## config.mk

```make
export PLATFORM = sky130hd
export DESIGN_NAME = nvram_host_ctrl
export DESIGN_NICKNAME = d
export VERILOG_FILES = /design/src/nvram_host_pkg.sv /design/src/nvram_host_ctrl.sv
export SDC_FILE = /design/constraint.sdc
export NUM_CORES = 1
export LEC_CHECK = 0
export ABC_CLOCK_PERIOD_IN_PS = 8750
export BUFFER_PORTS_ARGS = -buffer_cell sky130_fd_sc_hd__buf_4
export CAP_MARGIN = 15
export CORE_UTILIZATION = 59
export DETAILED_ROUTE_END_ITERATION = 10
export PLACE_DENSITY = 0.9
export SLEW_MARGIN = 20
export SYNTH_ARGS = -nofsm -noshare
export SYNTH_HDL_FRONTEND = slang
export SYNTH_SLANG_ARGS = --single-unit
export TNS_END_PERCENT = 20
```

## constraint.sdc

```tcl
create_clock -name ref_clk_i -period 8.75 [get_ports ref_clk_i]
set_input_delay 0.4375 -clock ref_clk_i [delete_from_list [all_inputs] [get_ports ref_clk_i]]
set_output_delay 0.4375 -clock ref_clk_i [all_outputs]
set_load 0.05 [all_outputs]
```

## src/nvram_host_pkg.sv

```systemverilog
// Purpose: constants and carrier types for the nonvolatile sram host controller
// Assumes: 20 MHz reference clock, 50 ns period
// Notes: timing counts derive from printed times; long counts become top parameters
package nvram_host_pkg;
   localparam int unsigned CLK_PERIOD_NS = 50;
   // -------------------------------------------------------------------------
   // device timing (slowest speed grade covered)
   // -------------------------------------------------------------------------
   localparam int unsigned CYCLE_TIME_NS = 45;          // least read/write cycle
   localparam int unsigned WRITE_PULSE_NS = 30;         // least write strobe width
   localparam int unsigned HW_SAVE_PULSE_WIDTH_NS = 15; // least low time of save pulse
   localparam int unsigned GRACE_TIME_NS = 25;          // pending cycle completion
   localparam int unsigned SAVE_TIME_MS = 8;
   localparam int unsigned RESTORE_TIME_US = 200;
   localparam int unsigned CMD_PROCESS_US = 100;
   localparam int unsigned POWER_UP_RESTORE_TIME_MS = 20;
   localparam int unsigned OUTPUT_ACTIVE_US = 5;        // save line high to outputs on
   // least times round up to whole cycles, never below one
   localparam int unsigned CYCLE_CLKS =
      (CYCLE_TIME_NS + CLK_PERIOD_NS - 1) / CLK_PERIOD_NS;
   localparam int unsigned HW_SAVE_PULSE_CLKS =
      (HW_SAVE_PULSE_WIDTH_NS + CLK_PERIOD_NS - 1) / CLK_PERIOD_NS;
   localparam int unsigned GRACE_CLKS =
      (GRACE_TIME_NS + CLK_PERIOD_NS - 1) / CLK_PERIOD_NS;
   // waits on the device must cover its longest time; these divisions truncate, exact at 50 ns
   localparam int unsigned SAVE_CLKS = SAVE_TIME_MS * 1000000 / CLK_PERIOD_NS;
   localparam int unsigned RESTORE_CLKS = RESTORE_TIME_US * 1000 / CLK_PERIOD_NS;
   localparam int unsigned CMD_CLKS = CMD_PROCESS_US * 1000 / CLK_PERIOD_NS;
   localparam int unsigned POWER_UP_CLKS =
      POWER_UP_RESTORE_TIME_MS * 1000000 / CLK_PERIOD_NS;
   localparam int unsigned OUTPUT_ACTIVE_CLKS = OUTPUT_ACTIVE_US * 1000 / CLK_PERIOD_NS;
   localparam int unsigned WAIT_W = 24;
   localparam int unsigned SYNC_CLKS = 2;               // pin synchroniser depth in cycles
   // -------------------------------------------------------------------------
   // command sequence addresses, bits 14..2 significant
   // -------------------------------------------------------------------------
   localparam int unsigned ADDR_W = 17;
   localparam logic [15:0] SEQ_ADDR0 = 16'h4e38;
   localparam logic [15:0] SEQ_ADDR1 = 16'hb1c7;
   localparam logic [15:0] SEQ_ADDR2 = 16'h83e0;
   localparam logic [15:0] SEQ_ADDR3 = 16'h7c1f;
   localparam logic [15:0] SEQ_ADDR4 = 16'h703f;
   localparam logic [15:0] CMD_ADDR_SAVE = 16'h8fc0;
   localparam logic [15:0] CMD_ADDR_RESTORE = 16'h4c63;
   localparam logic [15:0] CMD_ADDR_AUTO_OFF = 16'h8b45;
   localparam logic [15:0] CMD_ADDR_AUTO_ON = 16'h4b46;

   typedef enum logic [2:0] {
      OP_READ, OP_WRITE, OP_SAVE, OP_RESTORE, OP_AUTO_OFF, OP_AUTO_ON, OP_HW_SAVE
   } op_t;

   // host request from user logic
   typedef struct packed {
      op_t op;
      logic [ADDR_W-1:0] addr;
      logic [15:0] wdata;
      logic [1:0] lane_en; // bit1 upper, bit0 lower, active high
   } host_req_t;

   // memory pins driven by the controller
   typedef struct packed {
      logic chip_sel_n;
      logic write_n;
      logic out_gate_n;
      logic upper_lane_enable_n;
      logic lower_lane_enable_n;
      logic [ADDR_W-1:0] addr;
   } mem_ctrl_t;
endpackage

```

## src/nvram_host_ctrl.sv

```systemverilog
// Purpose: host controller driving an asynchronous nonvolatile sram port
// Assumes: single 20 MHz clock, synchronous active-high reset
// Notes: one request at a time; lockout waits are counted, then held until the save line reads high
module nvram_host_ctrl
   import nvram_host_pkg::*;
#(
   parameter int unsigned SAVE_WAIT = SAVE_CLKS,
   parameter int unsigned RESTORE_WAIT = RESTORE_CLKS,
   parameter int unsigned CMD_WAIT = CMD_CLKS,
   parameter int unsigned POWER_UP_WAIT = POWER_UP_CLKS,
   parameter int unsigned OUT_ACTIVE_WAIT = OUTPUT_ACTIVE_CLKS
) (
   input wire logic ref_clk_i,
   input wire logic reset_i,
   input wire logic req_valid_i,
   input wire host_req_t req_i,
   output logic req_ready_o,
   output logic rdata_valid_o,
   output logic [15:0] rdata_o,
   output mem_ctrl_t mem_o,
   output logic [15:0] dq_o,
   output logic [15:0] dq_oe_o,
   input wire logic [15:0] dq_i,
   output logic save_busy_line_n_o,
   output logic save_busy_line_n_oe_o,
   input wire logic save_busy_line_n_i
);
   // elaboration check: waits nonzero, power-up and save-plus-command loads fit the wait counter
   if (SAVE_WAIT < 1 || RESTORE_WAIT < 1 || CMD_WAIT < 1 || POWER_UP_WAIT < 1 ||
       OUT_ACTIVE_WAIT < 1 || POWER_UP_WAIT >= (1 << WAIT_W) ||
       SAVE_WAIT + CMD_WAIT >= (1 << WAIT_W)) begin : g_bad_wait
      $error("nvram_host_ctrl: wait parameter out of range");
   end
   typedef enum {S_POWER_UP, S_IDLE, S_ACCESS, S_GAP, S_HW_PULSE, S_HW_RISE, S_LOCKOUT}
      state_t;
   // full 16-bit command address mapped onto the word address bus
   function automatic logic [ADDR_W-1:0] seq_addr(input logic [2:0] idx, input op_t op);
      logic [15:0] a;
      unique case (idx)
         3'h0: a = SEQ_ADDR0;
         3'h1: a = SEQ_ADDR1;
         3'h2: a = SEQ_ADDR2;
         3'h3: a = SEQ_ADDR3;
         3'h4: a = SEQ_ADDR4;
         default: begin
            if (op == OP_SAVE) a = CMD_ADDR_SAVE;
            else if (op == OP_RESTORE) a = CMD_ADDR_RESTORE;
            else if (op == OP_AUTO_OFF) a = CMD_ADDR_AUTO_OFF;
            else a = CMD_ADDR_AUTO_ON;
         end
      endcase
      return {1'b0, a};
   endfunction

   // -------------------------------------------------------------------------
   // pin synchronisers
   // -------------------------------------------------------------------------
   logic [15:0] dq_meta, dq_sync;
   logic busy_meta, busy_sync;
   always_ff @(posedge ref_clk_i) begin
      dq_meta <= dq_i;
      dq_sync <= dq_meta;
      busy_meta <= save_busy_line_n_i;
      busy_sync <= busy_meta;
   end

   // -------------------------------------------------------------------------
   // sequencer
   // -------------------------------------------------------------------------
   state_t state, next_state;
   logic [WAIT_W-1:0] cnt, next_cnt;
   logic [2:0] step, next_step;
   host_req_t cur, next_cur;
   mem_ctrl_t next_mem;
   logic [15:0] next_dq, next_dq_oe, next_rdata;
   logic next_ready, next_rvalid, next_busy_n, next_busy_oe;

   // one combinational block computes all next values of the sequencer
   always_comb begin
      next_state = state;
      next_cnt = cnt;
      next_step = step;
      next_cur = cur;
      next_mem = mem_o;
      next_dq = dq_o;
      next_dq_oe = dq_oe_o;
      next_ready = 1'b0;
      next_rvalid = 1'b0;
      next_rdata = rdata_o;
      next_busy_n = 1'b1;
      next_busy_oe = 1'b0;
      unique case (state)
         S_POWER_UP: begin
            // power-up wait
            // the restore after supply rise is not observable, so wait it out
            if (cnt >= WAIT_W'(POWER_UP_WAIT - 1)) begin
               next_state = S_IDLE;
               next_ready = 1'b1;
               next_cnt = '0;
            end else begin
               next_cnt = cnt + 1'b1;
            end
         end
         S_IDLE: begin
            next_ready = 1'b1;
            if (req_valid_i && req_ready_o) begin
               next_ready = 1'b0;
               next_cur = req_i;
               next_cnt = '0;
               next_step = '0;
               if (req_i.op == OP_HW_SAVE) begin
                  next_state = S_HW_PULSE;
                  next_busy_n = 1'b0;
                  next_busy_oe = 1'b1;
               end else begin
                  next_state = S_ACCESS;
                  next_mem.chip_sel_n = 1'b0;
                  next_mem.write_n = (req_i.op != OP_WRITE);
                  next_mem.out_gate_n = (req_i.op != OP_READ);
                  next_mem.upper_lane_enable_n = ~req_i.lane_en[1];
                  next_mem.lower_lane_enable_n = ~req_i.lane_en[0];
                  if (req_i.op == OP_READ || req_i.op == OP_WRITE)
                     next_mem.addr = req_i.addr;
                  else
                     next_mem.addr = seq_addr(3'h0, req_i.op);
                  next_dq = req_i.wdata;
                  next_dq_oe = '0;
                  if (req_i.op == OP_WRITE)
                     next_dq_oe = {{8{req_i.lane_en[1]}}, {8{req_i.lane_en[0]}}};
               end
            end
         end
         S_ACCESS: begin
            // cycle time held
            // data reaches dq_sync two flops late, so stay selected until it is fresh
            if (cnt >= WAIT_W'(CYCLE_CLKS + SYNC_CLKS - 1)) begin
               next_mem.chip_sel_n = 1'b1;
               next_mem.write_n = 1'b1;
               next_mem.out_gate_n = 1'b1;
               next_dq_oe = '0;
               next_cnt = '0;
               next_state = S_GAP;
               if (cur.op == OP_READ) begin
                  next_rdata = dq_sync;
                  next_rvalid = 1'b1;
               end
            end else begin
               next_cnt = cnt + 1'b1;
            end
         end
         S_GAP: begin
            // one deselected cycle frames each step of a sequence
            next_cnt = '0;
            if (cur.op == OP_READ || cur.op == OP_WRITE) begin
               next_state = S_IDLE;
               next_ready = 1'b1;
            end else if (step == 3'h5) begin
               next_state = S_LOCKOUT;
               if (cur.op == OP_SAVE) next_cnt = WAIT_W'(CMD_WAIT + SAVE_WAIT);
               else if (cur.op == OP_RESTORE) next_cnt = WAIT_W'(CMD_WAIT + RESTORE_WAIT);
               else next_cnt = WAIT_W'(CMD_WAIT);
            end else begin
               next_step = step + 1'b1;
               next_state = S_ACCESS;
               next_mem.chip_sel_n = 1'b0;
               next_mem.addr = seq_addr(3'(step + 3'h1), cur.op);
            end
         end
         S_HW_PULSE: begin
            // pulse held one cycle, well over the least width
            if (cnt >= WAIT_W'(HW_SAVE_PULSE_CLKS - 1)) begin
               next_state = S_HW_RISE;
               next_cnt = '0;
            end else begin
               next_cnt = cnt + 1'b1;
               next_busy_n = 1'b0;
               next_busy_oe = 1'b1;
            end
         end
         S_HW_RISE: begin
            // wait for the device to release the line, then outputs settle
            // busy_sync lags the pin, so its first views still show the line before the pulse
            if (cnt < WAIT_W'(SYNC_CLKS)) begin
               next_cnt = cnt + 1'b1;
            end else if (busy_sync) begin
               next_state = S_LOCKOUT;
               next_cnt = WAIT_W'(OUT_ACTIVE_WAIT);
            end
         end
         S_LOCKOUT: begin
            if (cnt <= WAIT_W'(1) && busy_sync) begin
               next_state = S_IDLE;
               next_ready = 1'b1;
               next_cnt = '0;
            end else if (cnt > WAIT_W'(1)) begin
               next_cnt = cnt - 1'b1;
            end
         end
      endcase
   end

   // registers only; outputs come straight from these flops
   always_ff @(posedge ref_clk_i) begin
      if (reset_i) begin
         state <= S_POWER_UP;
         cnt <= '0;
         step <= '0;
         cur <= '0;
         mem_o <= '{chip_sel_n: 1'b1, write_n: 1'b1, out_gate_n: 1'b1,
                    upper_lane_enable_n: 1'b1, lower_lane_enable_n: 1'b1, addr: '0};
         dq_o <= '0;
         dq_oe_o <= '0;
         req_ready_o <= 1'b0;
         rdata_valid_o <= 1'b0;
         rdata_o <= '0;
         save_busy_line_n_o <= 1'b1;
         save_busy_line_n_oe_o <= 1'b0;
      end else begin
         state <= next_state;
         cnt <= next_cnt;
         step <= next_step;
         cur <= next_cur;
         mem_o <= next_mem;
         dq_o <= next_dq;
         dq_oe_o <= next_dq_oe;
         req_ready_o <= next_ready;
         rdata_valid_o <= next_rvalid;
         rdata_o <= next_rdata;
         save_busy_line_n_o <= next_busy_n;
         save_busy_line_n_oe_o <= next_busy_oe;
      end
   end
endmodule // nvram_host_ctrl

```

Word-level counts from Yosys, hierarchy flattened
Cells that the tools add are included.

operators by class
  reductions and logical operators = 22
  multiplexer cells = 62
  magnitude comparators = 6
  equality and inequality tests = 30
  bitwise gates (word level) = 5
  $add $sub $neg = 3

operators with widths
  operator                                                                               count
  32-bit 2-to-1 mux                                                                      7
  32-bit one-hot mux with 7 select lines                                                 1
  24-bit 2-to-1 mux                                                                      8
  24-bit one-hot mux with 7 select lines                                                 1
  16-bit 2-to-1 mux                                                                      7
  32-bit by 3-bit == test with 1-bit output, second input constant                       3
  16-bit one-hot mux with 5 select lines                                                 1
  32-bit by 2-bit == test with 1-bit output, second input constant                       2
  18-bit 2-to-1 mux                                                                      3
  17-bit 2-to-1 mux                                                                      3
  22-bit 2-to-1 mux                                                                      2
  17-bit one-hot mux with 2 select lines                                                 1
  32-bit by 1-bit == test with 1-bit output, second input constant                       1
  32-bit logical NOT                                                                     1
  16-bit one-hot mux with 2 select lines                                                 1
  24-bit by 1-bit adder with 24-bit output, second input constant                        1
  24-bit by 1-bit greater-or-equal comparator with 1-bit output, second input constant   1
  24-bit by 19-bit greater-or-equal comparator with 1-bit output, second input constant  1
  24-bit by 2-bit greater-or-equal comparator with 1-bit output, second input constant   1
  24-bit by 1-bit greater-than comparator with 1-bit output, second input constant       1
  24-bit by 1-bit <= comparator with 1-bit output, second input constant                 1
  24-bit by 2-bit less-than comparator with 1-bit output, second input constant          1
  24-bit by 1-bit subtractor with 24-bit output, second input constant                   1
  3-bit 2-to-1 mux                                                                       7
  other kinds (27)                                                                       71

storage, ports and cells
  output and inout port bits = 74
  register bits after elaboration = 170
  bits of input ports = 58
  word-level logic and storage cells = 149

Longest topological paths before layout
Gate-level depths: netlist (run 1).

  depth in word-level cells = 8
  depth in mapped cells = 11
  depth with buffers taken out = 9

Worst setup path before layout (run 1)
OpenSTA, ideal clock, no wires.

  path type = register to register
  from = reg cnt[3]
  to = reg cnt[17]
  data required time = 8.611 ns
  buffers on the path = 3
  period minus slack after synthesis = 2.784 ns
  setup time = 0.139 ns
  arrival = 2.646 ns
  slack = 5.966 ns
  cell stages (with the launch flop) = 11
  cell sequence = dfxtp_1 > buf_6 > or4_4 > or3_1 > buf_6 > or4_4 > and2_1 > buf_6 > and2_4 > o31ai_2 > a221oi_1

between the ends
  cells in the longest elaborated chain, start to end = 4
  elaborated cells on any way between the ends = 19
  those cells by class = 2 x add/sub; 6 x order compare; 2 x eq/ne; 7 x mux; 2 x reduce/logical

RTL lines
  what                                                                                                              line                                            text
  start: declaration                                                                                                nvram_host_ctrl.sv:71                           logic [WAIT_W-1:0] cnt, next_cnt;
  start signal: assignment                                                                                          nvram_host_ctrl.sv:220                          cnt <= next_cnt;
  24-bit by 1-bit subtractor with 24-bit output or 24-bit by 1-bit <= comparator with 1-bit output (tied branches)  nvram_host_ctrl.sv:196, nvram_host_ctrl.sv:191
  24-bit 2-to-1 mux or 1-bit logical AND (tied branches)                                                            nvram_host_ctrl.sv:195, nvram_host_ctrl.sv:191
  24-bit 2-to-1 mux or 3-bit inequality test (tied branches)                                                        n/a
  24-bit one-hot mux with 7 select lines or 3-bit AND reduction (tied branches)                                     n/a

Several ways; a longest one is shown, not always the timed one. The select of a mux whose other input is x is not followed.
A chain may end at the register's enable or synchronous reset.

Worst setup path in the final report (run 1)
  from = reg cnt[2]
  to = reg state[0]

between the ends
  cells in the longest elaborated chain, start to end = 4
  elaborated cells on any way between the ends = 12
  those cells by class = 5 x order compare; 5 x eq/ne; 2 x reduce/logical

RTL lines
  what                                             line                    text
  24-bit by 1-bit <= comparator with 1-bit output  nvram_host_ctrl.sv:191  if (cnt <= WAIT_W'(1) && busy_sync) begin
  1-bit logical AND                                nvram_host_ctrl.sv:191
  2-bit inequality test (no line)                  n/a
  7-bit AND reduction (no line) *                  n/a
  end signal: assignment                           nvram_host_ctrl.sv:219  state <= next_state;
  end: declaration                                 nvram_host_ctrl.sv:70   state_t state, next_state;

Mark *: on every way between the ends. The rest lies on a longest branch, timed or not.

==> results.ini, run 1 <==
[status]
status=complete, no violations

[place]
post-place-cells=950
dp_hpwl_mm=11.60
pre_cts_ws_ns=5.451
port_buffers=131
placed_area_um2=6948
place_congestion=0.9367

[critical_path]
cp_max_fo=30
critPathCaptureType=flip-flop
critPathRequiredTime_ns=9.20
worstSetupPathType=reg -> reg
reg2reg_depth=7
critical_path_arrival_ns=3.81
cp-start-kind=flip-flop

[logic_synthesis]
synthesis.nets=819
yosysUniqueCellTypes=67
yosysMostFrequentCell=dfxtp_1
netlist_top_cells_count=dfxtp_1 (127), nand2_1 (84), a21oi_1 (79), nor2_1 (79), clkbuf_1 (36)
synth_area_leaders=dfxtp_1 (42%), a21oi_1 (6.5%), nand2_1 (5.2%), nor2_1 (4.9%), mux2i_1 (2.8%)
yosysSeqAreaShare_pct=41.72
ys_async_sr_fraction_pct=0
synth.avg_cell_area_um2=8.146
synth_cells=748
ys.flop_type=dfxtp_1
syn-cell-area_um2=6093
synth_seq_cells=127
synth_top_area_cell=dfxtp_1
ys_warn_count=0
synth_top_area_share_pct=41.72
synth-edff-count=0

[clocking]
cts_resized=0
clk_latency_ns=0.53
cts.clk_slew.worst_paths_ns=0.06
htree_levels=4
cts_max_path_buffers=2
cts_tree=done
cts_root_buffer=clkbuf_8
numCtsBuffers=17
post_cts_buffers=0
cts.sinks=127

[timing]
max_clock_freq_mhz=297.6
fin_setup_tns_ns=0
tightest_slew_ns=1.038
min_period_over_period_pct=38.40
finClkSkew_ns=0.01046
slew_headroom_pct=30.63
fin_ws_ns=5.390
setup_violations=0
hold_viol=0
slew_viol_final=0
rsz0062_at_grt=no
period_minus_slack_ns=3.360

[pwr]
max-vdd-ir-drop_uv=205.8
swShare_pct=32.15
leakage_nw=2.985
p_per_area_nw_per_um2=220.8
p_seq_share_pct=38.2
power.internal_mw=1.138
combPwrFrac_pct=21.6
p_sw_mw=0.5394
clkPwrFrac_pct=40.2

[detailed_routing]
vias=6208
drc_errors=0
finalWirelength_mm=18.01
drt-pass1-iter-count=7
drtAntennaViolNets=0
viasPerCell=6.277
drt-initial-drc-count=586
wl_per_cell_um=18.21

[layout]
fin_nets=914
final_cells=989
drive_above_1_share_pct=21.73
syn_to_final_growth_pct=24.68
num_antenna_cells=0
fillers=685
fin_area_um2=7597

[die]
dieArea_um2=10740
ios=132
start_util_pct=61.49
die-width_um=103.6
design.core.area_um2=9910
dieHeight_um=103.6
rows=36

[worst_hold_path]
hold_depth=1
hold_path.class=in -> reg

[global_route]
grt_pass1_vias=6039
antenna_found_initial=0
grt_max_degree=94
grt_overflow=0
grt_usage_pct=33.37
grt_pass1_wl_mm=29.07

[job]
max_cap_violations=0

==> critical path: stages, from the launching register on <==
cell and delay (ns):
dfxtp_1 0.39, or4_4 0.58, or3_1 0.47, or4_4 0.61
nand2_2 0.48, o2111ai_2 0.29, a211o_1 0.33, a21oi_1 0.12
==> state kept, by name (all words and copies together) (netlist names), 2 cells and up <==
register / cells
state: 3
mem_o: 22
dq_oe_o: 2
rdata_o: 16
dq_o: 16
step: 3
dq_meta: 16
cnt: 24
cur: 3
dq_sync: 16
==> per-layer routing <==
metal	global-route usage, %	routed length [um]
met1	39.52	6976
met2	56.14	8784
met3	8.118	1664
met4	16.98	588
met5	0	0
==> cell families after synthesis <==
group / after synthesis / share of synthesized area, %
simple gates: 282 / 22.18
compound gates: 218 / 22.83
flops: 127 / 41.72
buf+inv: 83 / 6.653
mux: 17 / 2.793
fa+ha+maj: 13 / 2.669
xor+xnor: 8 / 1.150
==> through the flow <==
step                      total power, mW  utilization (%)  hold slack [ns]
after CTS                           1.668            76.55        0.0009477
after global routing                1.738            76.67         0.002622
final                               1.678            76.67          0.01301
after detailed placement           0.9963            70.11           0.3121
after global placement             0.9866            70.11           0.3103
after floorplan                    0.8932                -           0.3096
==> final cells by class <==
cell class	count	area (um^2)	area share, %
Timing Repair Buffer	142	1084	14.26
Multi-Input combinational cell	538	3173	41.77
Inverter	17	63.81	0.8399
Tap cell	133	166.4	2.190
Sequential cell	127	2542	33.47
Clock buffer	22	462.9	6.094
Clock inverter	10	105.1	1.383
==> cell usage in the layout (no fill, tap or decap), drive strengths merged, types with 18 or more instances in the layout <==
master,instances
dfxtp,127
nor2,80
nand3,21
o21ai,47
a211oi,18
buf,135
clkbuf,22
nor3,21
a21oi,80
nand2,85
inv,19
==> power by group through the flow <==
stage	registers, mW	clock network, mW	logic, mW
2_1_floorplan	0.675	0	0.218
5_1_grt	0.645	0.705	0.388
4_1_cts	0.640	0.677	0.352
3_3_place_gp	0.649	0	0.337
6_report	0.641	0.674	0.363
3_5_place_dp	0.651	0	0.345
==> final timing paths <==
path                            slack, ns          to       from
worst max-delay path                 5.39    state[0]     cnt[2]
worst min-delay path                 0.01  dq_meta[7]    dq_i[7]
worst max register to register       5.39    state[0]     cnt[2]
worst min register to register       0.32   busy_sync  busy_meta
==> what timing repair did <==
action	in CTS	in global routing
endpoints found under the hold margin	7	0
setup endpoints to repair	0	0
hold buffers	7	0
Note: power is estimated with default switching activity, not from simulation.
==> inputs of run 2 (changes only) <==
- ABC_AREA: default -> 1
- ABC_CLOCK_PERIOD_IN_PS: 8750 -> 3200
- CORE_UTILIZATION: 59 -> 55
- PLACE_DENSITY: 0.9 -> 0.84
- clock period: 8.75 -> 3.2 ns (I/O delays scaled with it)
==> results.ini, run 2 <==
[detailed_routing]
viasPerCell=5.571  ; -11%
drt-pass1-iter-count=8  ; +1
vias=6529  ; +5.2%
wl_per_cell_um=16.50  ; -9.4%
drt-initial-drc-count=680  ; +16%
drtAntennaViolNets=0  ; unchanged
finalWirelength_mm=19.34  ; +7.4%
drc_errors=4  ; +4

[global_route]
grt_max_degree=59  ; -37%
grt_pass1_vias=6235  ; +3.2%
antenna_found_initial=0  ; unchanged
grt_overflow=0  ; unchanged
grt_pass1_wl_mm=31.07  ; +6.9%
grt_usage_pct=32.11  ; -1.3 points

[critical_path]
crit_chain=dlygate4sd3_1, buf_4, nand3_1, nand2_1, nor2_2, buf_4, inv_1, nand2_2, o311ai_0, nand3_1
cp_max_fo=21  ; -30%
cp-start-kind=input pin
crit_slowest_cell=dlygate4sd3_1
critical_path_arrival_ns=2.64  ; -1.17 ns
worstSetupPathType=in -> reg
max_stage_delay_ns=0.54  ; -0.07 ns
critPathCaptureType=flip-flop
critPathRequiredTime_ns=3.48  ; -5.72 ns

[layout]
layout_commonest_cell=nor2_1
fin_nets=1087  ; +19%
multi_input_area_um2=3297  ; +3.9%
drive_above_1_share_pct=22.55  ; +0.82 points
seq_area_um2=2542  ; unchanged
fillers=850  ; +24%
largest_register=cnt
reg.largest.list=cnt x24, mem_o x22
largest_reg_flops=24  ; unchanged
final_cell_mix=nor2_1 (156), buf_4 (133), dfxtp_1 (127)
syn_to_final_growth_pct=27.05
num_antenna_cells=0  ; unchanged
fin_area_um2=8309  ; +9.4%

[clocking]
cts.clk_slew.worst_paths_ns=0.07  ; about the same
cts_tree=done
htree_levels=4  ; unchanged
cts_resized=0  ; unchanged
cts_root_buffer=clkbuf_16
cts_max_path_buffers=2  ; unchanged
cts.sinks=127  ; unchanged
clk_latency_ns=0.43  ; -0.10 ns
numCtsBuffers=17  ; unchanged

[pwr]
max-vdd-ir-drop_uv=517.7  ; +150%
leakage_nw=3.834  ; +28%
p_per_area_nw_per_um2=463.7  ; +110%

[logic_synthesis]
synth-edff-count=0  ; unchanged
synthesis.nets=947  ; +16%
synth_top_area_share_pct=38.88  ; -2.8 points
ys_async_sr_fraction_pct=0  ; unchanged
synth_area_leaders=dfxtp_1 (39%), nor2_1 (9.0%), nand2_1 (6.3%), o21ai_0 (6.0%), inv_1 (4.2%)
synth.avg_cell_area_um2=7.466  ; -8.4%
synth_seq_cells=127  ; unchanged
yosysSeqAreaShare_pct=38.88  ; -2.8 points
ys.flop_type=dfxtp_1
yosysMostFrequentCell=nor2_1
synth_top_area_cell=dfxtp_1
yosysUniqueCellTypes=45  ; -33%
syn-cell-area_um2=6540  ; +7.3%
ys_warn_count=0  ; unchanged
synth_cells=876  ; +17%
netlist_top_cells_count=nor2_1 (156), dfxtp_1 (127), nand2_1 (110), o21ai_0 (78), inv_1 (74)

[timing]
min_period_over_period_pct=73.79
setup_violations=0  ; unchanged
slew_headroom_pct=44.30  ; +14 points
period_minus_slack_ns=2.361
max_clock_freq_mhz=423.5
fin_setup_tns_ns=0  ; unchanged
slew_viol_final=0  ; unchanged
finClkSkew_ns=0.01035  ; -0.0001102 ns
hold_viol=0  ; unchanged
rsz0062_at_grt=no
tightest_slew_ns=0.8343  ; -0.2032 ns

[die]
dieArea_um2=12330  ; +15%
design.core.area_um2=11520  ; +16%
start_util_pct=56.79  ; -4.7 points
dieHeight_um=111.0  ; +7.2%
ios=132  ; unchanged
die-width_um=111.0  ; +7.2%
rows=39  ; +8.3%

[status]
status=finished with violations
failed_checks=design-rule violations

[place]
dp_hpwl_mm=11.92  ; +2.8%
port_buffers=131  ; unchanged
place_congestion=0.9446  ; +0.84%
placed_area_um2=7345  ; +5.7%

[worst_hold_path]
hold_path.class=in -> reg

[job]
max_cap_violations=0  ; unchanged

run 2: cell count changes in the layout (fill, tap and decap cells not counted), sizes merged, moves of 17 or more:
cell / previous run / this run
mux2i: 17 / 0
nand2: 85 / 123
dlygate4sd3: 7 / 37
nor2: 80 / 179
inv: 19 / 94
a21oi: 80 / 56
nand3: 21 / 41
xor2: 2 / 25
o21ai: 47 / 118
run 2: metal layers:
layer | vias to the layer above | routed length (um) | GRT usage (%)
met4 | 0 | 567 | 13.15
li1 | 3129 | - | -
met3 | 50 | 1542 | 8.201
met1 | 3036 | 7865 | 38.45
met2 | 314 | 9367 | 54.84
met5 | - | 0 | 0
run 2: power breakdown:
| part | total, mW | switching, mW | leakage [nW] | internal, mW |
|---|---|---|---|---|
| Sequential | 1.62 | 0.0137 | 1.04 | 1.61 |
| Combinational | 0.267 | 0.138 | 2.51 | 0.129 |
| Clock | 1.97 | 0.854 | 0.289 | 1.11 |
run 2: what timing repair did:
action / in CTS / in global routing
endpoints found under the hold margin: 38 / 0
setup buffers: 0 / 0
hold buffers: 37 / 0
run 2: final timing paths:
check | depth (start not counted) | slack (ns) | endpoint | startpoint
worst min-delay path | 3 | 0.004 | dq_o[15] | req_i[17]
worst max register to register | 11 | 0.90 | dq_oe_o[7] | state[1]
worst min register to register | 0 | 0.33 | dq_sync[1] | dq_meta[1]
worst max-delay path | 10 | 0.84 | mem_o[19] | req_i[36]
run 2: cell type report:
type | count | area share, %
inverter | 86 | 3.945
timing repair buffer | 170 | 16.47
sequential | 127 | 30.60
multi-input combinational | 614 | 39.68
tap | 143 | 2.153
clock buffer | 17 | 5.120
clock inverter | 15 | 2.033
run 2: logic make-up after synthesis:
| kind of cell | Yosys count | share of synthesized area (%) |
|---|---|---|
| AND/OR/NAND/NOR | 377 | 27.78 |
| AO/OA/AOI/OAI | 195 | 16.26 |
| buffers and inverters | 135 | 10.71 |
| flip-flops | 127 | 38.88 |
| XOR/XNOR | 29 | 3.884 |
| adder cells (fa/ha/maj) | 13 | 2.487 |
run 2: worst max-delay path, delay by kind of cell:
kind | cells | cell delay (ns)
compound gates | 1 | 0.17
buf+inv | 4 | 1.39
simple gates | 5 | 0.90
run 2: stage by stage:
| step | instances | power, mW | setup WS [ns] | hold WS, ns | utilization, % |
|---|---|---|---|---|---|
| finish | 1172 | 3.853 | 0.8389 | 0.004214 | 72.15 |
| global route | 1172 | 3.961 | 0.6903 | 0.003296 | 72.15 |
| CTS | 1172 | 3.838 | 0.9061 | 0.001980 | 72.15 |
| detailed placement | 1103 | 1.869 | 0.9955 | 0.2656 | 63.78 |
| global placement | 1103 | 1.863 | 1.033 | 0.2641 | 63.78 |
| floorplan | 876 | 1.782 | 1.274 | 0.1877 | - |
